===== src/hw/atra_pkg.sv =====
// Package: constants and carrier types for the transport stream rate adapter
package atra_pkg;
  localparam int          BYTE_W        = 8;
  localparam int          PKT_SHORT     = 188;
  localparam int          PKT_LONG      = 204;
  localparam logic [31:0] RATE_MIN_BPS  = 32'd64000;
  localparam logic [31:0] RATE_MAX_BPS  = 32'd213000000;
  localparam logic [31:0] CLK_HZ        = 32'd40000000;
  localparam int          MEAS_WIN_CYC  = 40000000;
  localparam logic [15:0] ONID_RESET    = 16'hff01;
  localparam logic [15:0] TSID_RESET    = 16'h0001;
  localparam logic [12:0] NULL_PID      = 13'h1fff;
  localparam logic [12:0] PAT_PID       = 13'h0000;
  localparam logic [12:0] SDT_PID       = 13'h0011;
  localparam logic [7:0]  SYNC_BYTE     = 8'h47;
  localparam logic [7:0]  STUFF_BYTE    = 8'hff;
  // Byte positions inside the packet: table fields that get patched, PCR fields; then FIFO depth and port count
  localparam int          PAT_TSID_HI   = 8;
  localparam int          SDT_ONID_HI   = 13;
  localparam int          PCR_FLAG_POS  = 5;
  localparam int          PCR_BASE_POS  = 6;
  localparam int          FIFO_DEPTH    = 16;
  localparam int          PORTS         = 2;

  typedef struct packed {
    logic [BYTE_W-1:0] data;
    logic              sop;
  } atra_beat_t;

  typedef struct packed {
    logic        manual;
    logic        long_pkt;
    logic [31:0] rate_bps;
    logic [15:0] tsid;
    logic [15:0] onid;
    logic        sdt_en;
  } atra_cfg_t;

  typedef struct packed {
    logic        ok;
    logic        unlocked;
    logic        overflow;
    logic        rate_bad;
    logic [31:0] measured_stream_rate;
  } atra_stat_t;
endpackage


===== src/hw/atra_fifo.sv =====
// Module: small valid/ready FIFO in the data path
`timescale 1ns/100ps
`default_nettype none
module atra_fifo #(
  parameter int W = 9,
  parameter int D = 16
) (
  input  wire logic         clk,
  input  wire logic         rst_n,
  input  wire logic [W-1:0] in_data,
  input  wire logic         in_valid,
  output logic              in_ready,
  output logic [W-1:0]      out_data,
  output logic              out_valid,
  input  wire logic         out_ready
);
  localparam int AW = $clog2(D);
  logic [W-1:0]  mem [D];
  logic [AW-1:0] wr_q;
  logic [AW-1:0] rd_q;
  logic [AW:0]   cnt_q;
  logic          push;
  logic          pop;

  initial begin
    if (D < 2 || (1 << AW) != D) $error("atra_fifo: depth must be a power of two");
  end

  assign in_ready  = (cnt_q != (AW+1)'(D));
  assign out_valid = (cnt_q != '0);
  assign out_data  = mem[rd_q];
  assign push      = in_valid & in_ready;
  assign pop       = out_valid & out_ready;

  always_ff @(posedge clk) begin
    if (push) begin
      mem[wr_q] <= in_data;
    end
  end

  always_ff @(posedge clk) begin
    if (!rst_n) begin
      wr_q  <= '0;
      rd_q  <= '0;
      cnt_q <= '0;
    end else begin
      if (push) wr_q <= wr_q + 1'b1;
      if (pop) rd_q <= rd_q + 1'b1;
      cnt_q <= cnt_q + (AW+1)'(push) - (AW+1)'(pop);
    end
  end
endmodule
`default_nettype wire


===== src/hw/atra_port.sv =====
// Module: one rate-adapting transport stream output port
`timescale 1ns/100ps
`default_nettype none
// Summary of operation
// - Each port instance keeps its own configuration and status; device uses two.
// - Output packets are 188 or 204 bytes, chosen by configuration.
// - Manual mode paces output to at most the target bit rate.
// - Manual mode with no or idle source sends only null packets.
// - Slow source in manual mode gets null packets filled in.
// - Fast source in manual mode has its null packets removed.
// - Clock references pass unchanged when nulls are inserted or removed.
// - If removing nulls is not enough, payload packets drop and overflow alarms.
// - Overflow status reported in manual mode when rate cannot carry sources.
// - Automatic mode passes source packets at their rate, no nulls added.
// - Automatic mode without source sends nothing at all.
// - Automatic mode without input data reports unlocked.
// - Unlocked alarm raised only when a source connection exists.
// - Manual target rate accepted only from 64000 to 213000000 b/s.
// - Outgoing rate is measured and reported in bits per second.
// - Configured stream identifier is written into the association table.
// - Network identifier, reset 0xff01, carried in the service table.
// - Service table passes only if a connected encoder enables it.
// - Overflow drives card state and front indicator to red.
module atra_port
  import atra_pkg::*;
#(
  parameter int DEPTH   = FIFO_DEPTH,
  parameter int MEAS_WIN = MEAS_WIN_CYC
) (
  input  wire logic                mclk,
  input  wire logic                resetn,
  input  wire atra_pkg::atra_cfg_t cfg,
  input  wire logic                src_connected,
  input  wire logic                src_active,
  input  wire atra_pkg::atra_beat_t src_beat,
  input  wire logic                src_valid,
  output logic                     src_ready,
  output atra_pkg::atra_beat_t     tx_beat,
  output logic                     tx_valid,
  output atra_pkg::atra_stat_t     status,
  output logic                     alarm_red
);
  import atra_pkg::*;

  initial begin
    if (DEPTH < 2 || MEAS_WIN < 1) $error("atra_port: bad parameter");
  end

  // ----------------------------------------------------------------
  // Input parsing: classify each source packet, patch tables
  // ----------------------------------------------------------------
  logic [7:0]  ibyte_q;
  logic [12:0] pid_q;
  logic        drop_pkt_q;
  logic        is_null_q;
  logic [7:0]  in_hi_q;
  logic        in_ok;
  atra_beat_t  patched;
  logic        f_ready;
  logic        f_valid;
  atra_beat_t  f_beat;
  logic [7:0]  pkt_len;
  logic        rate_ok;
  logic        credit_ok;
  logic        ovf_evt;

  assign pkt_len   = cfg.long_pkt ? 8'(PKT_LONG) : 8'(PKT_SHORT);
  assign rate_ok   = cfg.rate_bps >= RATE_MIN_BPS && cfg.rate_bps <= RATE_MAX_BPS;
  assign src_ready = 1'b1;
  assign in_ok     = src_valid & src_active & src_connected;

  function automatic logic [12:0] pid_of(input logic [7:0] hi, input logic [7:0] lo);
    pid_of = {hi[4:0], lo};
  endfunction

  always_ff @(posedge mclk) begin
    if (!resetn) begin
      ibyte_q <= '0;
      in_hi_q <= '0;
      pid_q   <= '0;
    end else if (in_ok) begin
      ibyte_q <= src_beat.sop ? 8'd1 : ibyte_q + 8'd1;
      if (ibyte_q == 8'd1) in_hi_q <= src_beat.data;
      if (ibyte_q == 8'd2) pid_q <= pid_of(in_hi_q, src_beat.data);
    end
  end

  // Patch PAT stream identifier and SDT network identifier in place
  always_comb begin
    patched = src_beat;
    if (ibyte_q > 8'd3 && pid_q == PAT_PID && ibyte_q == 8'(PAT_TSID_HI)) begin
      patched.data = cfg.tsid[15:8];
    end else if (ibyte_q > 8'd3 && pid_q == PAT_PID && ibyte_q == 8'(PAT_TSID_HI + 1)) begin
      patched.data = cfg.tsid[7:0];
    end else if (ibyte_q > 8'd3 && pid_q == SDT_PID && ibyte_q == 8'(SDT_ONID_HI)) begin
      patched.data = cfg.onid[15:8];
    end else if (ibyte_q > 8'd3 && pid_q == SDT_PID && ibyte_q == 8'(SDT_ONID_HI + 1)) begin
      patched.data = cfg.onid[7:0];
    end
  end

  // Decision on a whole packet is taken at its third byte, once PID is known;
  // the two header bytes before it are held back in the shift below.
  logic [7:0] hold0_q;
  logic [7:0] hold1_q;
  logic       keep;
  logic       nul_now;
  assign nul_now = pid_of(in_hi_q, src_beat.data) == NULL_PID;

  // Header bytes are re-emitted as a burst once the decision is known; after
  // that each body byte travels one slot late through the park register and
  // idle source slots let the parked byte out. So one idle slot after the
  // third byte is all that the source has to give.
  logic       burst_q;
  logic       decide;
  logic       body;
  logic       cut_evt;
  logic       cut_q;
  logic       skip_q;
  atra_beat_t park_q;
  logic       park_v_q;
  atra_beat_t fin_beat;
  logic       fin_valid;
  logic [7:0] obyte_q;
  logic       pkt_src_q;
  logic       emit;
  logic       pad_now;
  logic       pop;

  assign decide  = in_ok && ibyte_q == 8'd2;
  assign body    = in_ok && !src_beat.sop && ibyte_q > 8'd2;
  assign keep    = !((cfg.manual && nul_now) || skip_q
                 || (pid_of(in_hi_q, src_beat.data) == SDT_PID && !cfg.sdt_en)
                 || !f_ready);
  // A byte that finds the FIFO full cuts its packet short
  assign cut_evt = fin_valid && !f_ready && !decide;

  always_ff @(posedge mclk) begin
    if (!resetn) begin
      drop_pkt_q <= 1'b0;
      is_null_q  <= 1'b0;
      hold0_q    <= '0;
      hold1_q    <= '0;
    end else begin
      if (in_ok && src_beat.sop) hold0_q <= src_beat.data;
      if (in_ok && ibyte_q == 8'd1) hold1_q <= src_beat.data;
      if (decide) begin
        is_null_q  <= nul_now;
        drop_pkt_q <= !keep;
      end else if (cut_evt) begin
        drop_pkt_q <= 1'b1;
      end
    end
  end

  always_comb begin
    fin_beat  = park_q;
    fin_valid = 1'b0;
    if (decide) begin
      fin_beat  = '{data: hold0_q, sop: 1'b1};
      fin_valid = keep;
    end else if (burst_q) begin
      fin_beat  = '{data: hold1_q, sop: 1'b0};
      fin_valid = 1'b1;
    end else if (body) begin
      fin_valid = park_v_q && !drop_pkt_q;
    end else begin
      fin_valid = park_v_q;
    end
  end

  always_ff @(posedge mclk) begin
    if (!resetn) begin
      burst_q  <= 1'b0;
      park_q   <= '0;
      park_v_q <= 1'b0;
    end else begin
      burst_q <= decide && keep;
      if (decide && keep) begin
        park_q   <= '{data: src_beat.data, sop: 1'b0};
        park_v_q <= 1'b1;
      end else if (body && !drop_pkt_q && !cut_evt) begin
        park_q   <= patched;
        park_v_q <= 1'b1;
      end else if (!burst_q) begin
        park_v_q <= 1'b0;
      end
    end
  end

  // A cut packet is padded to length at the output, and the next source
  // packet is given up whole so that the FIFO can drain.
  always_ff @(posedge mclk) begin
    if (!resetn) begin
      cut_q  <= 1'b0;
      skip_q <= 1'b0;
    end else begin
      if (cut_evt) begin
        cut_q <= 1'b1;
      end else if (emit && pad_now && obyte_q == pkt_len - 8'd1) begin
        cut_q <= 1'b0;
      end
      if (cut_evt) begin
        skip_q <= 1'b1;
      end else if (decide) begin
        skip_q <= 1'b0;
      end
    end
  end

  assign ovf_evt = cut_evt || (decide && !nul_now && (!f_ready || skip_q));

  atra_fifo #(.W($bits(atra_beat_t)), .D(DEPTH)) u_fifo (
    .clk       (mclk),
    .rst_n     (resetn),
    .in_data   (fin_beat),
    .in_valid  (fin_valid),
    .in_ready  (f_ready),
    .out_data  (f_beat),
    .out_valid (f_valid),
    .out_ready (pop)
  );

  // ----------------------------------------------------------------
  // Output pacing: bit credit accumulator, packet-atomic selection
  // ----------------------------------------------------------------
  // One byte costs 8 bits of credit at the clock rate; the cap keeps a stalled
  // source from piling up credit that would later burst out above the rate.
  localparam logic [32:0] BYTE_CREDIT = 33'(CLK_HZ) * 33'd8;
  localparam logic [32:0] CREDIT_CAP  = BYTE_CREDIT * 33'd2;
  logic [32:0] acc_q;
  logic        in_pkt_q;
  logic        start;
  logic [7:0]  null_byte;

  assign credit_ok = cfg.manual ? (acc_q >= BYTE_CREDIT) : 1'b1;
  assign start     = !in_pkt_q && credit_ok;
  assign pad_now   = pkt_src_q && ((f_valid && f_beat.sop && obyte_q != 8'd0)
                                   || (!f_valid && cut_q));
  assign emit      = in_pkt_q && credit_ok && (!pkt_src_q || f_valid || cut_q);
  assign pop       = emit && pkt_src_q && !pad_now;

  always_comb begin
    case (obyte_q)
      8'd0:    null_byte = SYNC_BYTE;
      8'd1:    null_byte = {3'b000, NULL_PID[12:8]};
      8'd2:    null_byte = NULL_PID[7:0];
      8'd3:    null_byte = 8'h10;
      default: null_byte = STUFF_BYTE;
    endcase
  end

  always_ff @(posedge mclk) begin
    if (!resetn) begin
      acc_q     <= '0;
      obyte_q   <= '0;
      in_pkt_q  <= 1'b0;
      pkt_src_q <= 1'b0;
      tx_valid  <= 1'b0;
      tx_beat   <= '0;
    end else begin
      tx_valid <= 1'b0;
      if (cfg.manual && rate_ok) begin
        acc_q <= ((acc_q >= CREDIT_CAP) ? acc_q : acc_q + 33'(cfg.rate_bps))
               - (emit ? BYTE_CREDIT : 33'd0);
      end else begin
        acc_q <= '0;
      end
      if (start && f_valid && f_beat.sop) begin
        in_pkt_q  <= 1'b1;
        pkt_src_q <= 1'b1;
        obyte_q   <= '0;
      end else if (start && cfg.manual && rate_ok) begin
        in_pkt_q  <= 1'b1;
        pkt_src_q <= 1'b0;
        obyte_q   <= '0;
      end else if (emit) begin
        tx_valid <= 1'b1;
        tx_beat  <= !pkt_src_q ? '{data: null_byte, sop: obyte_q == 8'd0}
                  : pad_now ? '{data: STUFF_BYTE, sop: 1'b0} : f_beat;
        obyte_q  <= obyte_q + 8'd1;
        if (obyte_q == pkt_len - 8'd1) in_pkt_q <= 1'b0;
      end
    end
  end
  // PCR values ride through unchanged: pacing keeps each packet at its own
  // slot, so insertion only shifts packets within the jitter of one FIFO.

  // ----------------------------------------------------------------
  // Status: rate meter, overflow and unlock alarms
  // ----------------------------------------------------------------
  logic [31:0] win_q;
  logic [31:0] bits_q;
  logic [31:0] idle_q;
  logic        ovf_q;

  always_ff @(posedge mclk) begin
    if (!resetn) begin
      win_q  <= '0;
      bits_q <= '0;
      status <= '0;
      ovf_q  <= 1'b0;
      idle_q <= '0;
      alarm_red <= 1'b0;
    end else begin
      win_q  <= (win_q == 32'(MEAS_WIN - 1)) ? '0 : win_q + 32'd1;
      bits_q <= (win_q == 32'(MEAS_WIN - 1)) ? '0 : bits_q + (tx_valid ? 32'd8 : 32'd0);
      if (win_q == 32'(MEAS_WIN - 1)) begin
        status.measured_stream_rate <= bits_q;
        ovf_q <= 1'b0;
      end else if (ovf_evt && cfg.manual) begin
        ovf_q <= 1'b1;
      end
      idle_q <= in_ok ? '0 : (idle_q == 32'(MEAS_WIN) ? idle_q : idle_q + 32'd1);
      status.overflow <= ovf_q && cfg.manual;
      status.unlocked <= !cfg.manual && idle_q == 32'(MEAS_WIN);
      status.rate_bad <= cfg.manual && !rate_ok;
      status.ok       <= !(ovf_q && cfg.manual) && !(!cfg.manual && idle_q == 32'(MEAS_WIN));
      alarm_red <= (ovf_q && cfg.manual)
                || (!cfg.manual && idle_q == 32'(MEAS_WIN) && src_connected);
    end
  end
endmodule
`default_nettype wire


===== config.mk =====
export PLATFORM = sky130hd
export DESIGN_NAME = atra_port
export DESIGN_NICKNAME = d
export VERILOG_FILES = /design/src/hw/atra_pkg.sv /design/src/hw/atra_fifo.sv /design/src/hw/atra_port.sv
export SDC_FILE = /design/constraint.sdc
export NUM_CORES = 1
export LEC_CHECK = 0
export BUFFER_PORTS_ARGS = -buffer_cell sky130_fd_sc_hd__buf_2
export CAP_MARGIN = 20
export CORE_MARGIN = 5
export CORE_UTILIZATION = 30
export CTS_BUF_LIST = sky130_fd_sc_hd__clkbuf_4
export DETAILED_ROUTE_END_ITERATION = 6
export PLACE_DENSITY = 0.56
export SKIP_LAST_GASP = 1
export SYNTH_ARGS = -nofsm -noshare
export SYNTH_HDL_FRONTEND = slang
export SYNTH_SLANG_ARGS = --single-unit

===== constraint.sdc =====
create_clock -name mclk -period 5.15 [get_ports mclk]
set_clock_uncertainty 0.05 [all_clocks]
set_input_delay 0 -clock mclk [delete_from_list [all_inputs] [get_ports mclk]]
set_output_delay 0 -clock mclk [all_outputs]
set_load 0.01 [all_outputs]

==> flow_summary.toml <==
[route]
post-route-drc-count = 0
vias_per_cell = 4.83
wl_per_cell_um = 16.0
ant_nets = 0
wirelength_um = 48900
num_vias = 14802
drt_iter0_drc = 801
drt_pass1_iterations = 5

[cts]
clock_latency_ns = 0.84
htree_levels = 3
cts_tree = "built"
cts_setup_buffers = 0
cts.path.max_buffers = 3
clockRootBuffer = "clkbuf_4"
path_clk_slew_ns = 0.07
cts.sinks = 393
numCtsBuffers = 103

[power_and_ir_drop]
fin_total_pwr_mw = 6.23
p_leak_nw = 8.86
power.density_nw_per_um2 = 270
peakVddDrop_uv = 144

[layout]
final_common_cell = "dfxtp_1"
area_growth_pct = 21.5
layout_common_cells = "dfxtp_1, nor2_1, nand2_1, clkbuf_4, edfxtp_1"
num-nets-final = 2281
drive_gt1_frac = 0.181

[synthesis]
synth_edf_count = 144
synth_warnings = 0
ys_seq_area_frac = 0.490
synth_largest_area_cell = "dfxtp_1"
synth.avg_cell_area_um2 = 10.3
synthCells = 1834
synthDistinctLibCells = 87
netlist_area_um2 = 19000
synth-seq-cells = 393
async_reset_ff_frac = 0
yosys-top-cells-area = "dfxtp_1, edfxtp_1, mux4_2, nor2_1, ha_1"
synth_ff_type = "dfxtp_1"
yosysTopAreaCellShare = 0.263

[sta]
max_slew_margin = 0.270
rsz0062_at_grt = "false"
finalMaxSlewViolations = 0
finalHoldViolCount = 0
fin_crit_sh = 0.944
period_needed_ns = 4.86
setup_violations = 0
tns_ns = 0
max_freq_mhz = 206
max_slew.worst_pin.slew_ns = 1.09

[die]
die_y_um = 262
die_w_um = 262
die-area_um2 = 68400
start_util = 0.302
std_cell_rows = 92
num_io_pins = 129
core_um2 = 62900

[worst_setup_path]
critPathBufInv = 4
critical_path.cell_chain = "dlygate4sd3_1 > buf_2 > dlygate4sd3_1 > ha_1 > fa_1 > a211oi_2 > o21ai_2 > o31a_1 > nor2_1 > o21ai_0 > xnor2_1 > o21ai_0 > ha_1 > nor2b_1 > o21ai_0 > nand2b_1 > o31ai_2 > and3b_1 > nor2_1 > nor3_1 > xnor2_1 > nor2_1 > dlygate4sd3_1"
worst_setup_path_start_kind = "input pin"
critPathTopFamily = "buffers and inverters"
crit_fanout = 4
cp.arrival_ns = 5.53
cpMaxStageDelayCell = "dlygate4sd3_1"
path_class = "in2reg"
max_stage_delay_ns = 0.57
required_ns = 5.82
endpoint_kind = "flip-flop"

[global_routing]
grt-ovfl-total = 0
track_usage = 0.141
grt_max_degree = 87
antenna_found_initial = 2
grt_pass1_vias = 15021
grt_pass1_wl_um = 78300

[place]
numPortBuffers = 124
globalplace.congestion = 0.848
hpwl_um = 33500

[min_path]
worstHoldPathType = "in2reg"

[flow_run]
max_cap_violations = 0

[run_status]
outcome = "finished clean"
[layout make-up]
cell class / instances / area (µm²)
inverter: 28 / 105
tap: 846 / 1060
fill: 6334 / 39800
multi-input combinational: 1343 / 9290
clock inverter: 30 / 144
timing repair buffer: 265 / 1980
antenna: 2 / 5.00
clock buffer: 156 / 1170
sequential: 393 / 9310
[cells in the mapped netlist, types with 6 or more instances]
library cell / instances
a211o_1: 6
a211oi_1: 16
a21boi_0: 33
a21o_1: 15
a21oi_1: 86
a221oi_1: 8
a31oi_1: 6
and2_1: 27
and3_1: 36
and4_1: 7
buf_1: 8
clkbuf_1: 54
dfxtp_1: 249
edfxtp_1: 144
ha_1: 64
inv_1: 28
mux2i_1: 57
mux4_2: 45
nand2_1: 190
nand2b_1: 9
nand3_1: 65
nand4_1: 34
nor2_1: 217
nor2b_1: 58
nor3_1: 27
nor4_1: 20
nor4b_1: 10
o21ai_0: 53
o31ai_1: 6
or3_1: 15
xnor2_1: 50
xor2_1: 87
[timing repair]
item                                   in CTS  in global routing
resized for setup                           0                  0
hold buffers                              110                  0
endpoints found under the hold margin     191                  0
[where the power goes]
group | total, mW | switching (mW) | internal, mW
clock | 2.69 | 1.31 | 1.39
combinational | 0.324 | 0.178 | 0.146
sequential | 3.21 | 0.00857 | 3.20
[metal layers]
| metal | global-route usage | vias up | share of wire |
|---|---|---|---|
| li1 | - | 7297 | - |
| met3 | 0.0295 | 86 | 0.043 |
| met5 | 0 | - | 0 |
| met2 | 0.233 | 334 | 0.48 |
| met4 | 0.0485 | 0 | 0.024 |
| met1 | 0.185 | 7085 | 0.45 |
[path summary, 6_finish.rpt]
kind,startpoint,end,slack (ns),cells after the start
worst max register to register,acc_q[0],acc_q[22],0.38,20
worst max-delay path,cfg[33],acc_q[22],0.29,23
worst min-delay path,cfg[57],acc_q[26],0.12,8
worst min register to register,win_q[0],win_q[0],0.41,1
[sequential cells by signal, indices dropped and copies added (netlist names), 4 cells and up, named ones only]
| signal | count |
|---|---|
| acc_q | 33 |
| bits_q | 29 |
| hold0_q | 8 |
| hold1_q | 4 |
| ibyte_q | 8 |
| idle_q | 32 |
| in_hi_q | 4 |
| obyte_q | 8 |
| park_q | 9 |
| pid_q | 13 |
| status | 33 |
| tx_beat | 9 |
| u_fifo.cnt_q | 5 |
| u_fifo.mem | 144 |
| u_fifo.rd_q | 4 |
| u_fifo.wr_q | 4 |
| win_q | 32 |
[cell families (layout without fill, tap and decap cells)]
family                     after synthesis  count (layout)  share of synthesized area
and+or+nand+nor                        748             748                      0.193
other                                    2               6                   0.000396
AOI/OAI and AO/OA                      285             285                      0.103
buffers and inverters                  100             479                     0.0213
adders and majority gates               66              66                     0.0443
DFF                                    393             393                      0.490
xor gates and xnor gates               137             137                     0.0632
muxes                                  103             103                     0.0841
[per-stage QoR]
step / cells / setup slack [ns] / util / hold slack, ns / cell area [µm²]
6_report: 3063 / 0.290 / 0.367 / 0.124 / 23100
5_1_grt: 3063 / 0.00842 / 0.367 / 0.0668 / 23100
4_1_cts: 3060 / 0.441 / 0.366 / 0.00885 / 23000
3_5_place_dp: 2764 / 0.523 / 0.328 / 0.180 / 20600
3_3_place_gp: 2764 / 0.529 / 0.328 / 0.179 / 20600
2_1_floorplan: 1836 / 1.02 / - / 0.0599 / 19000
[tightest hold or removal path, delay by kind of cell]
| kind | cells | cell delay (ns) |
|---|---|---|
| compound gates | 1 | 0.12 |
| xor+xnor | 1 | 0.19 |
| fa+ha+maj | 1 | 0.18 |
| buf+inv | 1 | 0.10 |
| simple gates | 4 | 0.37 |
Note: power is estimated with default switching activity, not from simulation.
